**src/rtl/tmc_pkg.sv**
```systemverilog
// Package for the two-unit 8-bit timer mode control block.
// Assumes a single 20 MHz peripheral clock and a byte-wide register port.
package tmc_pkg;
	// Register offsets
	localparam logic [15:0] ADDR_MODE_U0 = 16'hFF69;
	localparam logic [15:0] ADDR_MODE_U1 = 16'hFF6C;
	localparam logic [15:0] ADDR_COMP0_U0 = 16'hFF80;
	localparam logic [15:0] ADDR_COMP1_U0 = 16'hFF81;
	localparam logic [15:0] ADDR_COMP0_U1 = 16'hFF82;
	localparam logic [15:0] ADDR_COMP1_U1 = 16'hFF83;
	localparam logic [15:0] ADDR_IRQ_STAT = 16'hFF84;
	localparam logic [15:0] ADDR_IRQ_MASK = 16'hFF85;
	localparam logic [15:0] ADDR_PORT = 16'hFF86;
	localparam logic [15:0] ADDR_COUNT_U0 = 16'hFF87;
	localparam logic [15:0] ADDR_COUNT_U1 = 16'hFF88;
	// Reset values
	localparam logic [7:0] MODE_RST = 8'h00;
	localparam logic [7:0] ZERO8 = 8'h00;
	localparam logic [3:0] PORT_RST = 4'h3;
	// Mode register field positions
	localparam int RUN_BIT = 7;
	localparam int CKS_HI = 6;
	localparam int CKS_LO = 4;
	localparam int MD_HI = 3;
	localparam int MD_LO = 2;
	localparam int LEV_BIT = 1;
	localparam int OEN_BIT = 0;
	// Port register field positions: dir0, latch0, dir1, latch1
	localparam int PDIR0 = 0;
	localparam int PLAT0 = 1;
	localparam int PDIR1 = 2;
	localparam int PLAT1 = 3;
	// Operating mode codes
	localparam logic [1:0] MD_INTERVAL = 2'h0;
	localparam logic [1:0] MD_CARRIER = 2'h1;
	localparam logic [1:0] MD_PWM = 2'h2;
	// Prescaler tap positions (divide by 2^k means bit k-1 falls from one to zero)
	localparam int PRE_W = 12;
	localparam logic [7:0] CNT_ONE = 8'h01;
endpackage

```
**src/rtl/tmc_unit.sv**
```systemverilog
// One 8-bit timer unit: counter, compare logic and wave output.
// Assumes a one-cycle count tick from the parent and registered mode bits.
`timescale 1ns/1ps
module tmc_unit (
	input wire logic clk_i, // Peripheral clock
	input wire logic rst_n_i, // Synchronised reset, active low
	input wire logic [7:0] mode_i, // Mode register
	input wire logic tick_i, // Count clock pulse
	input wire logic [7:0] comp0_i, // First compare value
	input wire logic [7:0] comp1_i, // Second compare value
	output logic [7:0] count_o, // Counter value
	output logic match_o, // Interrupt event pulse
	output logic wave_o // Timer wave output
);
	typedef struct packed {
		logic [7:0] cnt;
		logic match;
		logic wave;
		logic phase; // High while comparing against the second register
	} tmc_unit_st_t;
	tmc_unit_st_t s_r, s_nxt;
	logic run, lev, oen;
	logic [1:0] md;
	assign run = mode_i[tmc_pkg::RUN_BIT];
	assign md = mode_i[tmc_pkg::MD_HI:tmc_pkg::MD_LO];
	assign lev = mode_i[tmc_pkg::LEV_BIT];
	assign oen = mode_i[tmc_pkg::OEN_BIT];

	// Counter and wave sequencing
	always_comb begin
		s_nxt = s_r;
		s_nxt.match = 1'b0;
		if (!run || !oen) begin
			s_nxt.cnt = tmc_pkg::ZERO8;
			s_nxt.phase = 1'b0;
			// idle level when stopped or disabled
			s_nxt.wave = lev;
			if (run) begin
				s_nxt.cnt = s_r.cnt;
			end
		end
		if (run && tick_i) begin
			s_nxt.cnt = s_r.cnt + tmc_pkg::CNT_ONE;
			if (md == tmc_pkg::MD_CARRIER && s_r.cnt == comp1_i) begin
				s_nxt.cnt = tmc_pkg::ZERO8;
				s_nxt.match = 1'b1;
			end else if (!s_r.phase && s_r.cnt == comp0_i) begin
				s_nxt.cnt = tmc_pkg::ZERO8;
				s_nxt.match = 1'b1;
				s_nxt.wave = oen ? ~s_r.wave : lev;
				if (md == tmc_pkg::MD_PWM) begin
					s_nxt.phase = 1'b1;
				end
			end else if (s_r.phase && s_r.cnt == comp1_i) begin
				s_nxt.wave = oen ? ~s_r.wave : lev;
				s_nxt.phase = 1'b0;
			end
		end
	end

	// State register
	always_ff @(posedge clk_i or negedge rst_n_i) begin
		if (!rst_n_i) begin
			s_r <= '0;
		end else begin
			s_r <= s_nxt;
		end
	end

	assign count_o = s_r.cnt;
	assign match_o = s_r.match;
	assign wave_o = s_r.wave;

	a_stop_clears: assert property (@(posedge clk_i) disable iff (!rst_n_i)
		!run |=> s_r.cnt == tmc_pkg::ZERO8) else $error("counter not cleared on stop");
	a_match_pulse: assert property (@(posedge clk_i) disable iff (!rst_n_i)
		run && tick_i && !s_r.phase && md != tmc_pkg::MD_CARRIER && s_r.cnt == comp0_i
		|=> match_o && count_o == tmc_pkg::ZERO8) else $error("missing match");
	a_idle_level: assert property (@(posedge clk_i) disable iff (!rst_n_i)
		!run ##1 !run |-> wave_o == $past(lev)) else $error("idle level wrong");
	// carrier mode clears the count on the second compare
	a_carrier_clear: assert property (@(posedge clk_i) disable iff (!rst_n_i)
		run && tick_i && md == tmc_pkg::MD_CARRIER && s_r.cnt == comp1_i
		|=> match_o && count_o == tmc_pkg::ZERO8) else $error("carrier clear missing");
	c_match_seen: cover property (@(posedge clk_i) disable iff (!rst_n_i) match_o);
endmodule // tmc_unit

```
**src/rtl/tmc_top.sv**
```systemverilog
// Mode control for two 8-bit timer units with register port and interrupt.
// Assumes a byte register port with read data one cycle after the strobe.
//
// The implementer's own choice: strobed register access.
`timescale 1ns/1ps
module tmc_top (
	input wire logic core_clk_i, // 20 MHz peripheral clock
	input wire logic nrst_i, // Asynchronous reset, active low
	input wire logic [15:0] addr_i, // Register address
	input wire logic [7:0] wdata_i, // Write data
	input wire logic wr_i, // Write strobe
	input wire logic rd_i, // Read strobe
	input wire logic partner_tick_i, // Partner timer output pulse
	input wire logic low_speed_osc_i, // Low-speed oscillator tick pulse
	output logic [7:0] rdata_o, // Read data, one cycle after strobe
	output logic compare_irq_o, // Level interrupt
	output logic wave_out_u0_o, // Pin level unit 0
	output logic wave_out_u0_oe_o, // Pin drive enable unit 0
	output logic wave_out_u1_o, // Pin level unit 1
	output logic wave_out_u1_oe_o // Pin drive enable unit 1
);
	typedef struct packed {
		logic [7:0] mode0;
		logic [7:0] mode1;
		logic [7:0] cmp00;
		logic [7:0] duty_compare_u0;
		logic [7:0] cmp01;
		logic [7:0] duty_compare_u1;
		logic [1:0] stat;
		logic [1:0] mask;
		logic [3:0] port;
		logic [tmc_pkg::PRE_W-1:0] pre;
		logic [8:0] lso;
		logic [7:0] rdata;
		logic irq;
		logic p0;
		logic oe0;
		logic p1;
		logic oe1;
	} tmc_st_t;
	tmc_st_t s_r, s_nxt;
	logic [1:0] rst_sync_r;
	logic rst_n;
	logic tick0, tick1, m0, m1, w0, w1;
	logic [7:0] cnt0, cnt1;
	logic [tmc_pkg::PRE_W-1:0] pre_inc;
	logic [8:0] lso_inc;

	// Reset release through two flops
	always_ff @(posedge core_clk_i or negedge nrst_i) begin
		if (!nrst_i) begin
			rst_sync_r <= 2'h0;
		end else begin
			rst_sync_r <= {rst_sync_r[0], 1'b1};
		end
	end
	assign rst_n = rst_sync_r[1];

	// Pulse when the prescaler carries into bit k (divide by 2^k); k=0 is every cycle
	function automatic logic div_tick(input logic [tmc_pkg::PRE_W-1:0] cur,
		input logic [tmc_pkg::PRE_W-1:0] nxt, input int k);
		if (k == 0) begin
			div_tick = 1'b1;
		end else begin
			div_tick = (cur[k-1] && !nxt[k-1]);
		end
	endfunction

	assign pre_inc = s_r.pre + {{(tmc_pkg::PRE_W-1){1'b0}}, 1'b1};
	assign lso_inc = s_r.lso + 9'h001;

	always_comb begin
		case (s_r.mode0[tmc_pkg::CKS_HI:tmc_pkg::CKS_LO])
			3'h0: tick0 = div_tick(s_r.pre, pre_inc, 0);
			3'h1: tick0 = div_tick(s_r.pre, pre_inc, 1);
			3'h2: tick0 = div_tick(s_r.pre, pre_inc, 2);
			3'h3: tick0 = div_tick(s_r.pre, pre_inc, 6);
			3'h4: tick0 = div_tick(s_r.pre, pre_inc, 10);
			3'h5: tick0 = partner_tick_i;
			default: tick0 = 1'b0; // Prohibited codes never count
		endcase
	end

	always_comb begin
		case (s_r.mode1[tmc_pkg::CKS_HI:tmc_pkg::CKS_LO])
			3'h0: tick1 = div_tick(s_r.pre, pre_inc, 0);
			3'h1: tick1 = div_tick(s_r.pre, pre_inc, 2);
			3'h2: tick1 = div_tick(s_r.pre, pre_inc, 4);
			3'h3: tick1 = div_tick(s_r.pre, pre_inc, 6);
			3'h4: tick1 = div_tick(s_r.pre, pre_inc, 12);
			3'h5: tick1 = low_speed_osc_i && s_r.lso[6:0] == 7'h7F;
			3'h6: tick1 = low_speed_osc_i && s_r.lso == 9'h1FF;
			default: tick1 = low_speed_osc_i;
		endcase
	end

	tmc_unit u_unit0 (
		.clk_i(core_clk_i),
		.rst_n_i(rst_n),
		.mode_i(s_r.mode0),
		.tick_i(tick0),
		.comp0_i(s_r.cmp00),
		.comp1_i(s_r.duty_compare_u0),
		.count_o(cnt0),
		.match_o(m0),
		.wave_o(w0)
	);

	tmc_unit u_unit1 (
		.clk_i(core_clk_i),
		.rst_n_i(rst_n),
		.mode_i(s_r.mode1),
		.tick_i(tick1),
		.comp0_i(s_r.cmp01),
		.comp1_i(s_r.duty_compare_u1),
		.count_o(cnt1),
		.match_o(m1),
		.wave_o(w1)
	);

	// Register port, interrupt status and pin drive
	always_comb begin
		s_nxt = s_r;
		s_nxt.pre = pre_inc;
		s_nxt.lso = low_speed_osc_i ? lso_inc : s_r.lso;
		s_nxt.rdata = tmc_pkg::ZERO8;
		// capture writes in this clock domain
		if (wr_i) begin
			case (addr_i)
				tmc_pkg::ADDR_MODE_U0: begin
					// prohibited unit 0 mode codes fall back to interval
					s_nxt.mode0 = wdata_i;
					if (wdata_i[tmc_pkg::MD_LO]) begin
						s_nxt.mode0[tmc_pkg::MD_HI:tmc_pkg::MD_LO] = tmc_pkg::MD_INTERVAL;
					end
				end
				tmc_pkg::ADDR_MODE_U1: begin
					// unit 1 code 11 is prohibited
					s_nxt.mode1 = wdata_i;
					if (wdata_i[tmc_pkg::MD_HI:tmc_pkg::MD_LO] == 2'h3) begin
						s_nxt.mode1[tmc_pkg::MD_HI:tmc_pkg::MD_LO] = tmc_pkg::MD_INTERVAL;
					end
				end
				tmc_pkg::ADDR_COMP0_U0: s_nxt.cmp00 = wdata_i;
				tmc_pkg::ADDR_COMP1_U0: s_nxt.duty_compare_u0 = wdata_i;
				tmc_pkg::ADDR_COMP0_U1: s_nxt.cmp01 = wdata_i;
				tmc_pkg::ADDR_COMP1_U1: s_nxt.duty_compare_u1 = wdata_i;
				tmc_pkg::ADDR_IRQ_STAT: s_nxt.stat = s_r.stat & ~wdata_i[1:0];
				tmc_pkg::ADDR_IRQ_MASK: s_nxt.mask = wdata_i[1:0];
				tmc_pkg::ADDR_PORT: s_nxt.port = wdata_i[3:0];
				default: ;
			endcase
		end
		// Set wins over a clear in the same cycle
		s_nxt.stat = s_nxt.stat | {m1, m0};
		if (rd_i) begin
			case (addr_i)
				tmc_pkg::ADDR_MODE_U0: s_nxt.rdata = s_r.mode0;
				tmc_pkg::ADDR_MODE_U1: s_nxt.rdata = s_r.mode1;
				tmc_pkg::ADDR_COMP0_U0: s_nxt.rdata = s_r.cmp00;
				tmc_pkg::ADDR_COMP1_U0: s_nxt.rdata = s_r.duty_compare_u0;
				tmc_pkg::ADDR_COMP0_U1: s_nxt.rdata = s_r.cmp01;
				tmc_pkg::ADDR_COMP1_U1: s_nxt.rdata = s_r.duty_compare_u1;
				tmc_pkg::ADDR_IRQ_STAT: s_nxt.rdata = {6'h00, s_r.stat};
				tmc_pkg::ADDR_IRQ_MASK: s_nxt.rdata = {6'h00, s_r.mask};
				tmc_pkg::ADDR_PORT: s_nxt.rdata = {4'h0, s_r.port};
				tmc_pkg::ADDR_COUNT_U0: s_nxt.rdata = cnt0;
				tmc_pkg::ADDR_COUNT_U1: s_nxt.rdata = cnt1;
				default: s_nxt.rdata = tmc_pkg::ZERO8; // Unmapped reads zero
			endcase
		end
		s_nxt.irq = |(s_nxt.stat & s_nxt.mask);
		// disabled output shows the idle level; pin needs dir 0 and latch 0
		s_nxt.oe0 = !s_r.port[tmc_pkg::PDIR0];
		s_nxt.p0 = (s_r.mode0[tmc_pkg::OEN_BIT] ? w0 : s_r.mode0[tmc_pkg::LEV_BIT])
			| s_r.port[tmc_pkg::PLAT0];
		s_nxt.oe1 = !s_r.port[tmc_pkg::PDIR1];
		s_nxt.p1 = (s_r.mode1[tmc_pkg::OEN_BIT] ? w1 : s_r.mode1[tmc_pkg::LEV_BIT])
			| s_r.port[tmc_pkg::PLAT1];
	end

	always_ff @(posedge core_clk_i or negedge rst_n) begin
		if (!rst_n) begin
			s_r <= '0;
			s_r.port <= tmc_pkg::PORT_RST;
		end else begin
			s_r <= s_nxt;
		end
	end

	assign rdata_o = s_r.rdata;
	assign compare_irq_o = s_r.irq;
	assign wave_out_u0_o = s_r.p0;
	assign wave_out_u0_oe_o = s_r.oe0;
	assign wave_out_u1_o = s_r.p1;
	assign wave_out_u1_oe_o = s_r.oe1;

	a_mode_readback: assert property (@(posedge core_clk_i) disable iff (!rst_n)
		rd_i && !wr_i && addr_i == tmc_pkg::ADDR_MODE_U0 |=> rdata_o == $past(s_r.mode0))
		else $error("mode readback wrong");
	a_mode_write: assert property (@(posedge core_clk_i) disable iff (!rst_n)
		wr_i && addr_i == tmc_pkg::ADDR_MODE_U1 && wdata_i[3:2] != 2'h3
		|=> s_r.mode1 == $past(wdata_i)) else $error("mode write lost");
	a_reset_zero: assert property (@(posedge core_clk_i)
		$rose(rst_n) |-> s_r.mode0 == tmc_pkg::MODE_RST && s_r.mode1 == tmc_pkg::MODE_RST)
		else $error("mode not reset");
	a_stat_sticky: assert property (@(posedge core_clk_i) disable iff (!rst_n)
		m0 |=> s_r.stat[0]) else $error("status not set");
	// prohibited unit 1 code never stored
	a_mode_legal: assert property (@(posedge core_clk_i) disable iff (!rst_n)
		s_r.mode1[3:2] != 2'h3) else $error("prohibited mode stored");
	// divide by one ticks every cycle
	a_div_one: assert property (@(posedge core_clk_i) disable iff (!rst_n)
		s_r.mode0[6:4] == 3'h0 |-> tick0) else $error("div1 tick missing");
	// prohibited-free osc select uses osc pulse
	a_osc_sel: assert property (@(posedge core_clk_i) disable iff (!rst_n)
		s_r.mode1[6:4] == 3'h7 |-> tick1 == low_speed_osc_i) else $error("osc select");
	a_pin_latch: assert property (@(posedge core_clk_i) disable iff (!rst_n)
		s_r.port[tmc_pkg::PLAT0] ##1 s_r.port[tmc_pkg::PLAT0] |-> wave_out_u0_o)
		else $error("latch ignored");
	a_out_off: assert property (@(posedge core_clk_i) disable iff (!rst_n)
		!s_r.mode1[0] && !s_r.port[3] |=> wave_out_u1_o == $past(s_r.mode1[1]))
		else $error("disabled output not idle");
	a_irq_level: assert property (@(posedge core_clk_i) disable iff (!rst_n)
		compare_irq_o == |(s_r.stat & s_r.mask)) else $error("irq level wrong");
	// a one written clears status when no new event arrives
	a_stat_clear: assert property (@(posedge core_clk_i) disable iff (!rst_n)
		wr_i && addr_i == tmc_pkg::ADDR_IRQ_STAT && wdata_i[1] && !m1 |=> !s_r.stat[1])
		else $error("status not cleared");
	// read data stand only after a read strobe
	a_rdata_idle: assert property (@(posedge core_clk_i) disable iff (!rst_n)
		!rd_i |=> rdata_o == tmc_pkg::ZERO8) else $error("stray read data");
	c_irq_high: cover property (@(posedge core_clk_i) disable iff (!rst_n) compare_irq_o);
	c_pwm_run: cover property (@(posedge core_clk_i) disable iff (!rst_n)
		s_r.mode0[7] && s_r.mode0[3:2] == tmc_pkg::MD_PWM && m0);
	c_carrier: cover property (@(posedge core_clk_i) disable iff (!rst_n)
		s_r.mode1[3:2] == tmc_pkg::MD_CARRIER && m1);
endmodule // tmc_top

```
**config.mk**
```make
export PLATFORM = sky130hd
export DESIGN_NAME = tmc_top
export DESIGN_NICKNAME = d
export VERILOG_FILES = /design/src/rtl/tmc_pkg.sv /design/src/rtl/tmc_unit.sv /design/src/rtl/tmc_top.sv
export SDC_FILE = /design/constraint.sdc
export NUM_CORES = 1
export LEC_CHECK = 0
export BUFFER_PORTS_ARGS = -buffer_cell sky130_fd_sc_hd__buf_4
export CORE_ASPECT_RATIO = 1.5
export CORE_MARGIN = 5
export CORE_UTILIZATION = 24
export CTS_CLUSTER_SIZE = 8
export DETAILED_ROUTE_END_ITERATION = 10
export SYNTH_ARGS = -nofsm -noshare
export SYNTH_HDL_FRONTEND = slang
export SYNTH_SLANG_ARGS = --single-unit
```
**constraint.sdc**
```tcl
create_clock -name core_clk_i -period 3.75 [get_ports core_clk_i]
set_input_delay 0.75 -clock core_clk_i [delete_from_list [all_inputs] [get_ports core_clk_i]]
set_output_delay 0.75 -clock core_clk_i [all_outputs]
set_load 0.05 [all_outputs]
```
==> results.md <==
## STA
• **Slew Limit Fails** 0
• **crit share post-route** 72.0%
• **actual transition at the worst max-transition pin** 0.934 ns
• **post-route clock skew** 0.0107 ns
• **Hold Vio Cnt, Final** 0
• **setup violators final** 0
• **Post-Route Setup TNS** 0 ns
• **RSZ-0062 raised after global routing** false
• **Achievable Freq** 0.370 GHz
• **time the final worst path needs with I/O delays and setup** 2.70 ns
• **Rel. slew slack** 37.7%

## Synth
• **post-synthesis share of cell area spent on and, or, nand and nor gates** 15.1%
• **post-synthesis mux area share** 12.5%
• **instance count of the mapped netlist** 517
• **xor-xnor portion of the synthesized cell area** 7.23%
• **Synth Warn #** 0
• **post-synthesis cell type with the largest combined area** dfrtp_1
• **dominant combinational cell family by area after synthesis** simple AND/OR/NAND/NOR gates
• **fraction of synthesized cell area taken by the top area cell type** 47.7%
• **flip-flop and latch count after synthesis** 113
• **number of library cell types mapped by synthesis** 62
• **post-synthesis compound-gate area fraction** 10.2%
• **Area contributors post-synth** dfrtp_1, mux2_2, xnor2_1
• **synthesized cell area** 5820 sq um
• **number of enable-type register cells in the synthesized netlist** 0
• **leading post-synthesis cells by instance count** dfrtp_1, mux2_2, xnor2_1
• **most used flip-flop cell after synthesis** dfrtp_1
• **synthesized net count** 556
• **proportion of register bits with asynchronous set or reset after synthesis** 100%
• **most repeated cell in the gate-level netlist after synthesis** dfrtp_1
• **mean cell area of the mapped netlist** 11.3 sq um
• **fraction of the yosys area taken by sequential cells** 48.6%
• **fraction of the mapped netlist area in adder cells** 1.94%

## GRT
• **largest net degree at the start of global routing** 72
• **global routing usage summed across all routing layers** 11.2%
• **global-route wire length before repair** 24000 um
• **leftover overflow at the end of global routing** 0
• **number of global-route vias before repair** 4296
• **number of antenna violations at the first check in global routing** 0

## Die
• **boundary pin count** 43
• **Placement Rows** 69
• **y dimension of the die** 201 um
• **placeable core region** 23800 sq um
• **die area** 27500 sq um
• **effective utilization at floorplan** 24.4%
• **die outline width** 137 um

## CTS
• **CTS Hold Bufs** 0
• **root cell of the clock tree** clkbuf_16
• **total setup buffers inserted after CTS** 0
• **clock latency reported for the late side of the worst-skew pair** 0.41 ns
• **Clock Sinks** 113
• **TritonCTS clock tree** yes
• **maximum clock path buffer count** 2
• **number of resized instances in the post-cts repair step** 0
• **Max H-tree Level** 4
• **clock transition at the register clock pins on the worst setup and hold paths after CTS** 0.05 ns
• **Num CTS Buffers** 17

## Placed design
• **cell area after placement** 6390 sq um
• **detailed placement HPWL** 10900 um
• **weighted congestion at the end of routability-driven global placement** 0.807
• **count of port buffers added during placement** 42

## Run status
• **run status** completed

## Critical path
• **Max FO, Critical Path** 12
• **sequence of cells on the critical path** and3_1, and3_1, and3_1, and3_1, ha_1, inv_1, a22oi_1, o2111ai_1, or2_2, o21ai_0, a21o_1
• **data arrival at the endpoint of the critical path** 2.99 ns
• **maximum single-stage delay on the critical path** 0.44 ns
• **capturing element type of the critical path** register
• **library cell appearing most often on the critical path** and3_1
• **Slowest cell on crit path** o2111ai_1
• **Worst EP required** 4.04 ns
• **Worst Path Class, Setup** reg2reg
• **total buffers and inverters traversed by the critical path** 1
• **launching element type of the critical path** register
• **cell family with most CP delay** simple AND/OR/NAND/NOR gates

## Finish
• **Ant. Diodes** 0
• **area of all placed cells without fillers** 6990 sq um
• **final net count** 584
• **proportion of layout cells with a drive suffix above 1** 26.3%
• **area added between synthesis and finish** 20.2%

## Power
• **power density cells** 442 nW/um^2
• **leakage power** 3.23 nW
• **worst voltage drop across the vdd grid** 0.000233 V

## Routing
• **Starting DRT DRC Count** 200
• **WL per Instance** 16.7 um
• **routed via count** 4096
• **number of vias per cell** 4.67
• **remaining design rule violation count** 0
• **Routed WL** 14700 um
• **Pre-Repair DR Iteration Count** 4
• **remaining antenna violation count after routing** 0

## Worst hold path
• **path class of the lowest-slack min-delay path** in2async

## Job
• **number of maximum-capacitance violations** 0

## report_power, final
part | switching (mW) | internal, mW | leakage [nW]
Combinational | 0.0692 | 0.0668 | 1.41
Clock | 0.533 | 1.11 | 0.298
Sequential | 0.0478 | 1.26 | 1.52
## cell type report
type / count / area (sq um)
fillers: 2456 / 16800
repair buffers: 50 / 375
multi-input cells: 350 / 2730
inverters: 13 / 48.8
clock buffers: 26 / 499
flip-flops and latches: 113 / 2830
clock inverters: 6 / 105
well taps: 319 / 399
## cells in the final DEF, fill, tap and decap left out, types with 3 or more instances in the layout
cell type / netlist / routed
mux2i_1: 4 / 4
buf_4: 9 / 50
clkinv_2: 0 / 3
a22o_1: 5 / 5
clkbuf_8: 0 / 4
clkbuf_1: 15 / 5
and2_1: 4 / 4
or2_2: 3 / 3
dfrtp_1: 111 / 110
xor2_1: 17 / 17
mux2_2: 51 / 51
a22oi_1: 7 / 7
xnor2_1: 31 / 31
a221oi_1: 5 / 5
nor3b_1: 6 / 6
a32oi_1: 5 / 5
a21boi_0: 4 / 4
ha_1: 9 / 9
and3_1: 17 / 17
nor2_1: 15 / 15
nor3_1: 3 / 3
inv_1: 13 / 13
a41oi_1: 5 / 5
a21oi_1: 7 / 7
nor4_1: 3 / 3
a31oi_1: 3 / 3
nor2b_1: 8 / 8
o21ai_0: 20 / 20
a21o_1: 6 / 6
nand4_1: 19 / 19
nand3b_1: 4 / 4
clkbuf_16: 0 / 17
mux4_2: 5 / 5
bufinv_16: 0 / 3
nand2_1: 30 / 30
nand3_1: 19 / 19
## worst paths after layout
path,startpoint,end,slack [ns],cells after the start
setup / recovery,s_r[24]$_DFF_PN0_,u_unit0.count_o[5]$_DFFE_PN0P_,1.05,11
hold / removal,nrst_i,rst_sync_r[1]$_DFF_PN0_,0.12,1
setup reg to reg,s_r[24]$_DFF_PN0_,u_unit0.count_o[5]$_DFFE_PN0P_,1.05,11
hold reg to reg,rst_sync_r[0]$_DFF_PN0_,rst_sync_r[1]$_DFF_PN0_,0.36,0
max in group asynchronous,rst_sync_r[1]$_DFF_PN0_,s_r[30]$_DFF_PN0_,2.41,1
min in group core_clk_i,rst_sync_r[0]$_DFF_PN0_,rst_sync_r[1]$_DFF_PN0_,0.36,0
## metal layers
metal  vias to the layer above  GRT usage, %  wire length (um)  share of wire [%]
li1                       1929             -                 -                  -
met1                      2072          12.2              5500                 38
met2                        78          20.3              8350                 57
met3                        17          1.91               425                2.9
met4                         0          5.56               380                2.6
met5                         -             0                 0                  0
## registers in the layout, summed over array words and instances (netlist names)
| name | cells |
|---|---|
| wave_out_u0_oe_o | 1 |
| u_unit0.count_o | 8 |
| u_unit1.count_o | 8 |
| wave_out_u1_o | 1 |
| u_unit1.s_r | 1 |
| s_r | 76 |
| u_unit0.match_o | 1 |
| u_unit0.wave_o | 1 |
| rst_sync_r | 2 |
| u_unit1.wave_o | 1 |
| rdata_o | 8 |
| u_unit1.match_o | 1 |
| wave_out_u0_o | 1 |
| compare_irq_o | 1 |
| u_unit0.s_r | 1 |
| wave_out_u1_oe_o | 1 |
## kinds of logic (layout without fill, tap and decap cells)
| kind of cell | count (synthesis) | after routing |
|---|---|---|
| flip-flops | 113 | 113 |
| AO/OA/AOI/OAI | 83 | 83 |
| AND/OR/NAND/NOR | 149 | 149 |
| adder cells (fa/ha/maj) | 9 | 9 |
| XOR/XNOR | 48 | 48 |
| multiplexers | 60 | 60 |
| other | 1 | 1 |
| buffers and inverters | 54 | 95 |
## stage by stage
stage | power [mW] | std cells | utilization (%) | hold slack [ns] | setup WS (ns)
after floorplan | 1.40 | 517 | - | 0.331 | 0.372
after global placement | 1.46 | 845 | 26.8 | 0.339 | 0.925
after detailed placement | 1.47 | 845 | 26.8 | 0.340 | 0.889
after CTS | 3.13 | 877 | 29.4 | 0.102 | 0.994
after global routing | 3.20 | 877 | 29.4 | 0.102 | 0.833
final | 3.09 | 877 | 29.4 | 0.117 | 1.05
Power figures use the tool's default switching activity.
